**config.mk**
```make
export PLATFORM = sky130hd
export DESIGN_NAME = accel_filter_activity_detect
export DESIGN_NICKNAME = d
export VERILOG_FILES = /design/src/logic/accel_pkg.sv /design/src/logic/accel_axis_filter.sv /design/src/logic/accel_filter_activity_detect.sv
export SDC_FILE = /design/constraint.sdc
export NUM_CORES = 2
export LEC_CHECK = 0
export BUFFER_PORTS_ARGS = -buffer_cell sky130_fd_sc_hd__buf_2
export CELL_PAD_IN_SITES_DETAIL_PLACEMENT = 1
export CELL_PAD_IN_SITES_GLOBAL_PLACEMENT = 1
export CORE_MARGIN = 4
export CORE_UTILIZATION = 30
export DETAILED_ROUTE_END_ITERATION = 8
export PLACE_DENSITY = 0.54
export REMOVE_ABC_BUFFERS = 1
export SLEW_MARGIN = 5
export SYNTH_ARGS = -nofsm -noshare
export SYNTH_HDL_FRONTEND = slang
export SYNTH_SLANG_ARGS = --single-unit
```
**constraint.sdc**
```tcl
create_clock -name mclk -period 16.4 [get_ports mclk]
set_input_delay 0.82 -clock mclk [delete_from_list [all_inputs] [get_ports mclk]]
set_output_delay 0.82 -clock mclk [all_outputs]
set_load 0.01 [all_outputs]
```
**src/logic/accel_pkg.sv**
```systemverilog
// shared constants for the accelerometer filter and activity block
package accel_pkg;
	// ----------------------------------------
	// register map
	// ----------------------------------------
	localparam logic [7:0] ADDR_CTRL = 8'h00;
	localparam logic [7:0] ADDR_ACT = 8'h04;
	localparam logic [7:0] ADDR_THRX = 8'h08;
	localparam logic [7:0] ADDR_THRY = 8'h0C;
	localparam logic [7:0] ADDR_THRZ = 8'h10;
	localparam logic [7:0] ADDR_STAT = 8'h14;
	localparam logic [7:0] ADDR_EVT = 8'h18;
	localparam logic [7:0] ADDR_DATX = 8'h1C;
	localparam logic [7:0] ADDR_DATY = 8'h20;
	localparam logic [7:0] ADDR_DATZ = 8'h24;
	// ----------------------------------------
	// field positions and reset values
	// ----------------------------------------
	localparam int CTRL_MODE = 0;
	localparam int CTRL_ODR = 2;
	localparam int CTRL_BW = 5;
	localparam int CTRL_HPC = 8;
	localparam int CTRL_HPEN = 10;
	localparam int CTRL_LPEN = 11;
	localparam int CTRL_SETTLE = 12;
	localparam int CTRL_W = 13;
	localparam int ACT_EN = 0;
	localparam int ACTIVITY_REFERENCE_SELECT = 3;
	localparam int ACT_INT = 4;
	localparam int ACT_DUR = 8;
	localparam int ACT_W = 16;
	localparam int STAT_AWAKE = 0;
	localparam int STAT_SETTLED = 1;
	localparam int STAT_BW = 2;
	localparam int STAT_REFOK = 5;
	localparam int EVT_ACT = 0;
	localparam logic [CTRL_W-1:0] CTRL_RST = 13'h0000;
	localparam logic [ACT_W-1:0] ACT_RST = 16'h0000;
	localparam logic [1:0] MODE_STBY = 2'h0;
	localparam logic [1:0] MODE_WAKE = 2'h1;
	localparam logic [1:0] MODE_MEAS = 2'h2;
	localparam logic [2:0] RATE_MAX = 3'h4;
	localparam logic [1:0] RESP_OK = 2'h0;
	localparam logic [1:0] RESP_SLVERR = 2'h2;
	// ----------------------------------------
	// timing
	// ----------------------------------------
	localparam int CLK_HZ = 125000000;
	localparam int CLK_MHZ = CLK_HZ / 1000000;
	localparam int BASE_RATE_HZ = 320;
	localparam int SAMPLE_DIV_DEF = CLK_HZ / BASE_RATE_HZ;
	localparam int SETTLE_LONG_US = 462500;
	localparam int SETTLE_SHORT_US = 20000;
	localparam int TIMER_SLOW_US = 8250;
	localparam int TIMER_FAST_US = 2060;
	localparam int SETTLE_LONG_DEF = SETTLE_LONG_US * CLK_MHZ;
	localparam int SETTLE_SHORT_DEF = SETTLE_SHORT_US * CLK_MHZ;
	localparam int TIMER_SLOW_DEF = TIMER_SLOW_US * CLK_MHZ;
	localparam int TIMER_FAST_DEF = TIMER_FAST_US * CLK_MHZ;
	localparam int HP_SHIFT_BASE = 5;
	localparam int LP_SHIFT_BASE = 3;
	typedef logic [11:0] sample_t;
endpackage : accel_pkg

```
**src/logic/accel_axis_filter.sv**
```systemverilog
`timescale 1ns/1ps
// one axis: first-order high-pass followed by the activity low-pass
module accel_axis_filter import accel_pkg::*; (
	input wire logic mclk, // clock
	input wire logic rst, // async reset, high
	input wire logic clear, // flush state while idle
	input wire logic tick, // new sample strobe
	input wire sample_t raw, // converter sample
	input wire logic hpEn, // high-pass on
	input wire logic lpEn, // activity low-pass on
	input wire logic [1:0] hpCode, // corner code
	input wire logic [2:0] rate, // effective rate code
	output sample_t dataOut, // output data path
	output sample_t actOut // detection path
);
	localparam int W = 22;
	logic signed [W-1:0] xPrev_q, hp_q, lp_q;
	logic signed [W-1:0] xNew, hpSum, hpNext, lpSrc, lpNext;
	logic [4:0] hpShift, lpShift;

	// ----------------------------------------
	// recursion
	// ----------------------------------------
	always_comb begin
		xNew = {{2{raw[11]}}, raw, 8'h00};
		hpSum = hp_q + xNew - xPrev_q;
		// corner tracks the rate since the shift is per sample
		hpShift = 5'(HP_SHIFT_BASE) + 5'(hpCode);
		hpNext = hpSum - (hpSum >>> hpShift);
		lpSrc = hpEn ? hpNext : xNew;
		// faster rate needs a longer average to stay near 8 Hz
		lpShift = 5'(LP_SHIFT_BASE) + 5'(rate);
		lpNext = lp_q + ((lpSrc - lp_q) >>> lpShift);
	end

	always_ff @(posedge mclk or posedge rst) begin
		if (rst) begin
			xPrev_q <= '0;
			hp_q <= '0;
			lp_q <= '0;
		end else if (clear) begin
			xPrev_q <= '0;
			hp_q <= '0;
			lp_q <= '0;
		end else if (tick) begin
			xPrev_q <= xNew;
			hp_q <= hpNext;
			lp_q <= lpEn ? lpNext : lpSrc;
		end
	end

	// no saturation: large steps through the high-pass wrap
	assign dataOut = hpEn ? hp_q[19:8] : xPrev_q[19:8];
	assign actOut = lpEn ? lp_q[19:8] : dataOut;
endmodule : accel_axis_filter

```
**src/logic/accel_filter_activity_detect.sv**
```systemverilog
`timescale 1ns/1ps
// accelerometer filters, settling and activity detection behind an AXI4-Lite port
module accel_filter_activity_detect import accel_pkg::*; #(
	parameter int SAMPLE_DIV = SAMPLE_DIV_DEF, // clocks per sample at 320 Hz
	parameter int SETTLE_LONG = SETTLE_LONG_DEF, // clocks of long settling
	parameter int SETTLE_SHORT = SETTLE_SHORT_DEF, // clocks of short settling
	parameter int TIMER_SLOW = TIMER_SLOW_DEF, // clocks per duration period
	parameter int TIMER_FAST = TIMER_FAST_DEF // clocks per period at top rate
) (
	input wire logic mclk, // clock
	input wire logic rst, // async reset, high
	input wire logic [7:0] s_axi_awaddr, // write address
	input wire logic s_axi_awvalid, // write address valid
	output logic s_axi_awready, // write address ready
	input wire logic [31:0] s_axi_wdata, // write data
	input wire logic [3:0] s_axi_wstrb, // byte strobes
	input wire logic s_axi_wvalid, // write data valid
	output logic s_axi_wready, // write data ready
	output logic [1:0] s_axi_bresp, // write response
	output logic s_axi_bvalid, // write response valid
	input wire logic s_axi_bready, // write response ready
	input wire logic [7:0] s_axi_araddr, // read address
	input wire logic s_axi_arvalid, // read address valid
	output logic s_axi_arready, // read address ready
	output logic [31:0] s_axi_rdata, // read data
	output logic [1:0] s_axi_rresp, // read response
	output logic s_axi_rvalid, // read data valid
	input wire logic s_axi_rready, // read data ready
	input wire sample_t sampleX, // converter x, same clock
	input wire sample_t sampleY, // converter y
	input wire sample_t sampleZ, // converter z
	output logic [2:0] rateSel_q, // rate code to converter
	output logic [2:0] bandwidthSel_q, // clamped antialias code
	output logic awake_q, // moving flag
	output logic activityIrq_q // activity interrupt
);
	localparam int SW = $clog2(SAMPLE_DIV + 1);
	localparam int TW = $clog2(SETTLE_LONG + 1);
	localparam int PW = $clog2(TIMER_SLOW + 1);

	if (SAMPLE_DIV < 64 || SETTLE_SHORT < 16 || SETTLE_LONG < SETTLE_SHORT || TIMER_FAST < 2 ||
		TIMER_SLOW < TIMER_FAST) begin : bad_params
		$error("timing parameters out of range");
	end

	// ----------------------------------------
	// helpers
	// ----------------------------------------
	function automatic logic [31:0] merge(input logic [31:0] old, input logic [31:0] nv, input logic [3:0] strb);
		for (int i = 0; i < 4; i++) begin
			merge[8*i +: 8] = strb[i] ? nv[8*i +: 8] : old[8*i +: 8];
		end
	endfunction : merge

	function automatic logic [2:0] clampCode(input logic [2:0] code, input logic [2:0] lim);
		clampCode = (code > lim) ? lim : code;
	endfunction : clampCode

	function automatic logic [12:0] magDiff(input sample_t a, input sample_t b);
		logic signed [12:0] d;
		d = signed'({a[11], a}) - signed'({b[11], b});
		magDiff = d[12] ? 13'(-d) : 13'(d);
	endfunction : magDiff

	// ----------------------------------------
	// state
	// ----------------------------------------
	logic [CTRL_W-1:0] ctrl_q;
	logic [ACT_W-1:0] act_q;
	sample_t thr_q [3];
	sample_t ref_q [3];
	sample_t data_q [3];
	sample_t raw [3];
	sample_t dataOut [3];
	sample_t actOut [3];
	logic [7:0] awAddr_q;
	logic [31:0] wData_q;
	logic [3:0] wStrb_q;
	logic [SW-1:0] sampleCnt_q;
	logic [TW-1:0] settleCnt_q;
	logic [PW-1:0] periodCnt_q;
	logic [7:0] durCnt_q;
	logic tick_q, eval_q, settled_q, pTick_q, overHeld_q, actFlag_q;
	logic activePrev_q, measPrev_q, refPrev_q, refArm_q, capPend_q, refValid_q;
	logic [1:0] mode;
	logic [2:0] rateEff, over;
	logic [7:0] durSet;
	logic active, meas, enterActive, enterMeas, refSel, anyOver, evalGo, durReached;
	logic wakeHit, actHit, capture, doWrite, doRead, evtRead, rdErr;
	logic [31:0] wrVal, rdNext;

	assign mode = ctrl_q[CTRL_MODE +: 2];
	assign meas = mode == MODE_MEAS;
	assign active = meas || mode == MODE_WAKE;
	assign enterActive = active && !activePrev_q;
	assign enterMeas = meas && !measPrev_q;
	assign rateEff = clampCode(ctrl_q[CTRL_ODR +: 3], RATE_MAX);
	assign refSel = act_q[ACTIVITY_REFERENCE_SELECT];
	assign durSet = act_q[ACT_DUR +: 8];
	assign raw[0] = sampleX;
	assign raw[1] = sampleY;
	assign raw[2] = sampleZ;

	// ----------------------------------------
	// bus slave
	// ----------------------------------------
	assign doWrite = !s_axi_awready && !s_axi_wready && !s_axi_bvalid;
	assign doRead = s_axi_arvalid && s_axi_arready;
	assign evtRead = doRead && s_axi_araddr == ADDR_EVT;

	always_comb begin
		wrVal = '0;
		if (awAddr_q == ADDR_CTRL) begin
			wrVal = merge(32'(ctrl_q), wData_q, wStrb_q);
		end else if (awAddr_q == ADDR_ACT) begin
			wrVal = merge(32'(act_q), wData_q, wStrb_q);
		end else if (awAddr_q == ADDR_THRX) begin
			wrVal = merge(32'(thr_q[0]), wData_q, wStrb_q);
		end else if (awAddr_q == ADDR_THRY) begin
			wrVal = merge(32'(thr_q[1]), wData_q, wStrb_q);
		end else if (awAddr_q == ADDR_THRZ) begin
			wrVal = merge(32'(thr_q[2]), wData_q, wStrb_q);
		end
	end

	always_comb begin
		rdNext = '0;
		rdErr = 1'b0;
		if (s_axi_araddr == ADDR_CTRL) begin
			rdNext = 32'(ctrl_q);
		end else if (s_axi_araddr == ADDR_ACT) begin
			rdNext = 32'(act_q);
		end else if (s_axi_araddr == ADDR_THRX) begin
			rdNext = 32'(thr_q[0]);
		end else if (s_axi_araddr == ADDR_THRY) begin
			rdNext = 32'(thr_q[1]);
		end else if (s_axi_araddr == ADDR_THRZ) begin
			rdNext = 32'(thr_q[2]);
		end else if (s_axi_araddr == ADDR_STAT) begin
			rdNext[STAT_AWAKE] = awake_q;
			rdNext[STAT_SETTLED] = settled_q;
			rdNext[STAT_BW +: 3] = bandwidthSel_q;
			rdNext[STAT_REFOK] = refValid_q;
		end else if (s_axi_araddr == ADDR_EVT) begin
			rdNext[EVT_ACT] = actFlag_q;
		end else if (s_axi_araddr == ADDR_DATX) begin
			rdNext = 32'(data_q[0]);
		end else if (s_axi_araddr == ADDR_DATY) begin
			rdNext = 32'(data_q[1]);
		end else if (s_axi_araddr == ADDR_DATZ) begin
			rdNext = 32'(data_q[2]);
		end else begin
			rdErr = 1'b1;
		end
	end

	always_ff @(posedge mclk or posedge rst) begin
		if (rst) begin
			s_axi_awready <= 1'b1;
			s_axi_wready <= 1'b1;
			s_axi_bvalid <= 1'b0;
			s_axi_bresp <= RESP_OK;
			awAddr_q <= '0;
			wData_q <= '0;
			wStrb_q <= '0;
		end else begin
			if (s_axi_awvalid && s_axi_awready) begin
				s_axi_awready <= 1'b0;
				awAddr_q <= s_axi_awaddr;
			end
			if (s_axi_wvalid && s_axi_wready) begin
				s_axi_wready <= 1'b0;
				wData_q <= s_axi_wdata;
				wStrb_q <= s_axi_wstrb;
			end
			if (doWrite) begin
				s_axi_bvalid <= 1'b1;
				s_axi_awready <= 1'b1;
				s_axi_wready <= 1'b1;
				s_axi_bresp <= (awAddr_q > ADDR_DATZ || awAddr_q[1:0] != 2'h0) ? RESP_SLVERR : RESP_OK;
			end else if (s_axi_bvalid && s_axi_bready) begin
				s_axi_bvalid <= 1'b0;
			end
		end
	end

	always_ff @(posedge mclk or posedge rst) begin
		if (rst) begin
			s_axi_arready <= 1'b1;
			s_axi_rvalid <= 1'b0;
			s_axi_rdata <= '0;
			s_axi_rresp <= RESP_OK;
		end else if (doRead) begin
			s_axi_arready <= 1'b0;
			s_axi_rvalid <= 1'b1;
			s_axi_rdata <= rdNext;
			s_axi_rresp <= rdErr ? RESP_SLVERR : RESP_OK;
		end else if (s_axi_rvalid && s_axi_rready) begin
			s_axi_rvalid <= 1'b0;
			s_axi_arready <= 1'b1;
		end
	end

	// ----------------------------------------
	// configuration registers
	// ----------------------------------------
	always_ff @(posedge mclk or posedge rst) begin
		if (rst) begin
			ctrl_q <= CTRL_RST;
		end else begin
			if (doWrite && awAddr_q == ADDR_CTRL) begin
				ctrl_q <= wrVal[CTRL_W-1:0];
			end
			if (wakeHit) begin
				ctrl_q[CTRL_MODE +: 2] <= MODE_MEAS;
			end
		end
	end

	always_ff @(posedge mclk or posedge rst) begin
		if (rst) begin
			act_q <= ACT_RST;
			thr_q <= '{default: '0};
		end else if (doWrite) begin
			if (awAddr_q == ADDR_ACT) begin
				act_q <= wrVal[ACT_W-1:0];
			end else if (awAddr_q == ADDR_THRX) begin
				thr_q[0] <= wrVal[11:0];
			end else if (awAddr_q == ADDR_THRY) begin
				thr_q[1] <= wrVal[11:0];
			end else if (awAddr_q == ADDR_THRZ) begin
				thr_q[2] <= wrVal[11:0];
			end
		end
	end

	always_ff @(posedge mclk or posedge rst) begin
		if (rst) begin
			rateSel_q <= '0;
			bandwidthSel_q <= '0;
		end else begin
			rateSel_q <= rateEff;
			bandwidthSel_q <= clampCode(ctrl_q[CTRL_BW +: 3], rateEff);
		end
	end

	// ----------------------------------------
	// sample pacing and settling
	// ----------------------------------------
	always_ff @(posedge mclk or posedge rst) begin
		if (rst) begin
			sampleCnt_q <= '0;
			tick_q <= 1'b0;
			eval_q <= 1'b0;
		end else begin
			eval_q <= tick_q;
			if (!active || sampleCnt_q == '0) begin
				sampleCnt_q <= active ? SW'((SAMPLE_DIV >> rateEff) - 1) : '0;
				tick_q <= active;
			end else begin
				sampleCnt_q <= sampleCnt_q - 1'b1;
				tick_q <= 1'b0;
			end
		end
	end

	always_ff @(posedge mclk or posedge rst) begin
		if (rst) begin
			settleCnt_q <= '0;
			settled_q <= 1'b0;
			activePrev_q <= 1'b0;
			measPrev_q <= 1'b0;
		end else begin
			activePrev_q <= active;
			measPrev_q <= meas;
			if (!active) begin
				settleCnt_q <= '0;
				settled_q <= 1'b0;
			end else if (enterActive) begin
				settleCnt_q <= ctrl_q[CTRL_SETTLE] ? TW'(SETTLE_SHORT - 1) : TW'(SETTLE_LONG - 1);
				settled_q <= 1'b0;
			end else if (settleCnt_q != '0) begin
				settleCnt_q <= settleCnt_q - 1'b1;
			end else begin
				settled_q <= 1'b1;
			end
		end
	end

	for (genvar a = 0; a < 3; a++) begin : axis
		accel_axis_filter filt (
			.mclk(mclk),
			.rst(rst),
			.clear(!active),
			.tick(tick_q),
			.raw(raw[a]),
			.hpEn(ctrl_q[CTRL_HPEN]),
			.lpEn(ctrl_q[CTRL_LPEN]),
			.hpCode(ctrl_q[CTRL_HPC +: 2]),
			.rate(rateEff),
			.dataOut(dataOut[a]),
			.actOut(actOut[a])
		);
	end

	// ----------------------------------------
	// activity detection
	// ----------------------------------------
	assign evalGo = eval_q && settled_q;
	always_comb begin
		for (int i = 0; i < 3; i++) begin
			if (refSel) begin
				over[i] = refValid_q && magDiff(actOut[i], ref_q[i]) > {1'b0, thr_q[i]};
			end else begin
				over[i] = magDiff(actOut[i], '0) > {1'b0, thr_q[i]};
			end
			over[i] = over[i] && act_q[ACT_EN + i];
		end
	end
	assign anyOver = |over;
	assign durReached = durSet == '0 || durCnt_q >= durSet;
	assign wakeHit = evalGo && mode == MODE_WAKE && anyOver;
	assign actHit = evalGo && anyOver && (mode == MODE_WAKE || durReached);
	assign capture = capPend_q && evalGo && meas;

	always_ff @(posedge mclk or posedge rst) begin
		if (rst) begin
			periodCnt_q <= '0;
			pTick_q <= 1'b0;
		end else if (!meas || periodCnt_q == '0) begin
			periodCnt_q <= !meas ? '0 : (rateEff == RATE_MAX) ? PW'(TIMER_FAST - 1) : PW'(TIMER_SLOW - 1);
			pTick_q <= meas;
		end else begin
			periodCnt_q <= periodCnt_q - 1'b1;
			pTick_q <= 1'b0;
		end
	end

	always_ff @(posedge mclk or posedge rst) begin
		if (rst) begin
			durCnt_q <= '0;
			overHeld_q <= 1'b0;
		end else begin
			if (!meas || (evalGo && !anyOver)) begin
				durCnt_q <= '0;
			end else if (pTick_q && overHeld_q && durCnt_q != 8'hFF) begin
				durCnt_q <= durCnt_q + 1'b1;
			end
			if (!meas) begin
				overHeld_q <= 1'b0;
			end else if (evalGo) begin
				overHeld_q <= anyOver;
			end
		end
	end

	// event flag: a hit in the read cycle survives the clear
	always_ff @(posedge mclk or posedge rst) begin
		if (rst) begin
			actFlag_q <= 1'b0;
			awake_q <= 1'b0;
			activityIrq_q <= 1'b0;
		end else begin
			if (actHit) begin
				actFlag_q <= 1'b1;
			end else if (evtRead) begin
				actFlag_q <= 1'b0;
			end
			if (actHit) begin
				awake_q <= 1'b1;
			end else if (!active) begin
				awake_q <= 1'b0;
			end
			activityIrq_q <= actFlag_q && act_q[ACT_INT] && meas;
		end
	end

	// reference is armed by a fresh referenced selection, taken at the first settled sample after the next measure entry
	always_ff @(posedge mclk or posedge rst) begin
		if (rst) begin
			refPrev_q <= 1'b0;
			refArm_q <= 1'b0;
			capPend_q <= 1'b0;
			refValid_q <= 1'b0;
			ref_q <= '{default: '0};
		end else begin
			refPrev_q <= refSel;
			if (!refSel) begin
				refArm_q <= 1'b0;
				capPend_q <= 1'b0;
				refValid_q <= 1'b0;
			end else begin
				if (!refPrev_q) begin
					refArm_q <= 1'b1;
				end else if (enterMeas && refArm_q) begin
					refArm_q <= 1'b0;
					capPend_q <= 1'b1;
				end else if (capture) begin
					capPend_q <= 1'b0;
				end
				if (capture) begin
					refValid_q <= 1'b1;
					ref_q <= actOut;
				end
			end
		end
	end

	always_ff @(posedge mclk or posedge rst) begin
		if (rst) begin
			data_q <= '{default: '0};
		end else if (evalGo) begin
			data_q <= dataOut;
		end
	end
endmodule : accel_filter_activity_detect

```
==> results.py <==
metrics = {
    "synth": {
        "yosysSeqAreaShare_pct": 25.4,
        "ys_async_sr_fraction_pct": 100,
        "synth_top_area_share_pct": 25.2,
        "synth_commonest_cells": "519 x nand2_1, 501 x nor2_1, 450 x inv_1, 444 x dfrtp_1, 396 x ha_1",
        "synth_area_leaders": "dfrtp_1 25%, ha_1 11%, mux2i_1 6.4%",
        "synth_edf_count": 0,
        "syn_area_um2": 44000,
        "synth_seq_cells": 447,
        "synth.most_common_cell": "nand2_1",
        "synth.avg_cell_area_um2": 8.26,
        "synth_top_area_cell": "dfrtp_1",
        "ys_types": 89,
        "yosysWarnings": 0,
        "synthFlopType": "dfrtp_1",
        "syn_inst": 5327,
    },
    "timing": {
        "slew_viol_final": 0,
        "final_hold_viol_count": 0,
        "rsz0062_at_grt": "false",
        "worst_slew_pin_slew_ps": 1220,
        "clock_skew_ps": 15.9,
        "fmax_mhz": 86.5,
        "relSlewSlack_pct": 18.1,
        "setup_tns_ps": 0,
        "setup_viol": 0,
        "finalCriticalPeriod_ps": 11560,
        "fin_crit_sh_pct": 70.5,
    },
    "die": {
        "die_y_um": 391,
        "rows": 140,
        "start_util_pct": 30.2,
        "coreArea_um2": 146000,
        "dieArea_um2": 153000,
        "io_pins": 144,
        "die_x_um": 391,
    },
    "clocking": {
        "clk_root_buffer_cell": "clkbuf_16",
        "ctsResizeCount": 0,
        "cts_num_sinks": 447,
        "cts_buffers": 61,
        "cts_hold_repair.buffers": 0,
        "clk_latency_ps": 690,
        "clockBufferDepth": 3,
        "h-tree-depth": 2,
        "cts_setup_buffers": 0,
        "clk_pin_slew_ps": 60,
        "cts_tree": "done",
    },
    "worst_setup_path": {
        "cp-start-kind": "register",
        "worstSetupPathType": "register to register",
        "critPathSlowestCell": "o31ai_1",
        "cp-end-kind": "register",
        "cp_max_fo": 7,
        "arrival_ps": 12070,
        "cpPeakStageDelay_ps": 700,
        "critPathRequiredTime_ps": 16910,
        "crit_top_cell": "a21oi_1",
    },
    "routing": {
        "post-route-drc-count": 0,
        "drt_wl_total_um": 160000,
        "vias_per_cell": 5.33,
        "initialDrtViolationCount": 1958,
        "via_count": 39000,
        "antenna_left": 0,
        "first_pass_iters": 6,
        "wl_per_cell_um": 21.9,
    },
    "placement": {
        "numPlacedInstances": 7191,
        "port_buffers": 107,
        "dp_hpwl_um": 122000,
        "gp_congestion": 0.869,
    },
    "global_routing": {
        "grtUsageTotal_pct": 20.6,
        "grt_max_degree": 128,
        "grt_pass1_vias": 39900,
        "grt_pass1_wl_um": 247000,
        "grt_overflow": 0,
        "antenna_found_initial": 7,
    },
    "layout": {
        "instances_no_fill": 7306,
        "area_delta_synth_final_pct": 10.9,
        "nets": 5879,
        "drive_above_1_share_pct": 9.93,
    },
    "run_status": {
        "status": "finished, final reports clean",
    },
    "power": {
        "leakagePower_nw": 22.2,
        "irDropWorstVdd_uv": 81.8,
        "powerDensity_nw_per_um2": 115,
    },
    "min_path": {
        "hp-class": "input pin to async pin",
    },
    "run": {
        "cap_violations": 0,
    },
}
-- placed cells by master, fill, tap and decap left out, types with 18 or more instances in the layout --
master	n
o31ai_1	31
o21bai_1	37
nor4_1	32
buf_2	107
a21oi_1	337
nor2b_1	51
and2_1	48
mux2_2	170
a211oi_1	128
o21ai_0	305
xor2_1	121
o22ai_1	27
a22oi_1	21
xnor2_1	240
mux2i_1	280
clkbuf_16	61
a21o_1	121
a221oi_1	18
fa_1	51
nand4_1	35
nor2_1	499
a31oi_1	45
inv_1	446
nor3_1	79
nand3_1	67
ha_1	392
dfrtp_1	439
o211ai_1	31
o21a_1	67
or3_1	32
and3_1	56
nand2_1	518
buf_4	62
conb_1	18
nand2b_1	51
-- layout make-up --
type	count	area, µm²
Antenna cell	2	5.00
Clock buffer	79	1740
Clock inverter	34	462
Fill cell	17400	96900
Inverter	456	1720
Multi-Input combinational cell	4201	30200
Sequential cell	447	11200
Tap cell	1917	2400
Timing Repair Buffer	170	1020
-- final timing paths --
path                                              startpoint  slack [ps]                                end  cells past startpoint
max in group asynchronous                                rst       13800             ctrl_q[11]$_DFFE_PP0P_                      4
min in group mclk                              s_axi_arvalid         290          s_axi_arready$_DFFE_PP1P_                      2
max                        axis[0].filt.hp_q[10]$_DFFE_PP0P_        4840  axis[0].filt.lp_q[21]$_DFFE_PP0P_                     44
min                                                      rst         240              ref_q[26]$_DFFE_PP0P_                      2
max reg2reg                axis[0].filt.hp_q[10]$_DFFE_PP0P_        4840  axis[0].filt.lp_q[21]$_DFFE_PP0P_                     44
min reg2reg                       s_axi_rdata[7]$_DFFE_PP0P_         470         s_axi_rdata[7]$_DFFE_PP0P_                      1
-- stage by stage --
step	utilization [%]	area [µm²]	setup WS [ps]	total power [mW]	hold slack (ps)
5_1_grt	33.5	48800	4050	6.04	257
3_3_place_gp	32.0	46600	4580	4.12	456
4_1_cts	33.5	48800	5070	5.69	229
3_5_place_dp	32.0	46600	4560	4.15	463
2_1_floorplan	-	43100	3130	3.30	445
6_report	33.5	48800	4840	5.63	238
-- power by group --
part / switching, mW / total [mW] / internal [mW] / leakage, nW
registers: 0.0878 / 1.24 / 1.15 / 6.16
logic: 1.79 / 2.90 / 1.11 / 15.0
clock network: 0.606 / 1.48 / 0.878 / 1.07
-- worst max-delay path, delay by kind of cell, from the launching register on --
kind | cells | cell delay (ps)
AO/OA/AOI/OAI | 20 | 4800
adder cells (fa/ha/maj) | 5 | 2050
AND/OR/NAND/NOR | 10 | 1950
XOR/XNOR | 4 | 1130
multiplexers | 2 | 690
flip-flops | 1 | 360
buffers and inverters | 3 | 360
-- per-layer routing --
metal / GRT usage, % / part of all wire [%]
met1: 29.2 / 49
met4: 4.27 / 1.9
met2: 34.0 / 46
met3: 2.00 / 3.4
met5: 0 / 0.0081
-- logic make-up after synthesis --
group           share of synthesized area, %
fa+ha+maj                               13.6
xor+xnor                                7.19
compound gates                          20.4
other cells                          0.00852
flops                                   25.4
mux                                     11.4
buf+inv                                 6.10
simple gates                            15.9
-- flip-flops by register name (all words and copies together), names as in the netlist, 2 cells and up --
signal	count
ref_q	36
periodCnt_q	20
thr_q	36
data_q	36
act_q	16
sampleCnt_q	19
wData_q	16
rateSel_q	3
axis.filt.xPrev_q	36
settleCnt_q	26
axis.filt.hp_q	66
durCnt_q	8
ctrl_q	13
wStrb_q	2
axis.filt.lp_q	66
awAddr_q	8
s_axi_rdata	16
bandwidthSel_q	3
(Power assumes the default switching activity.)
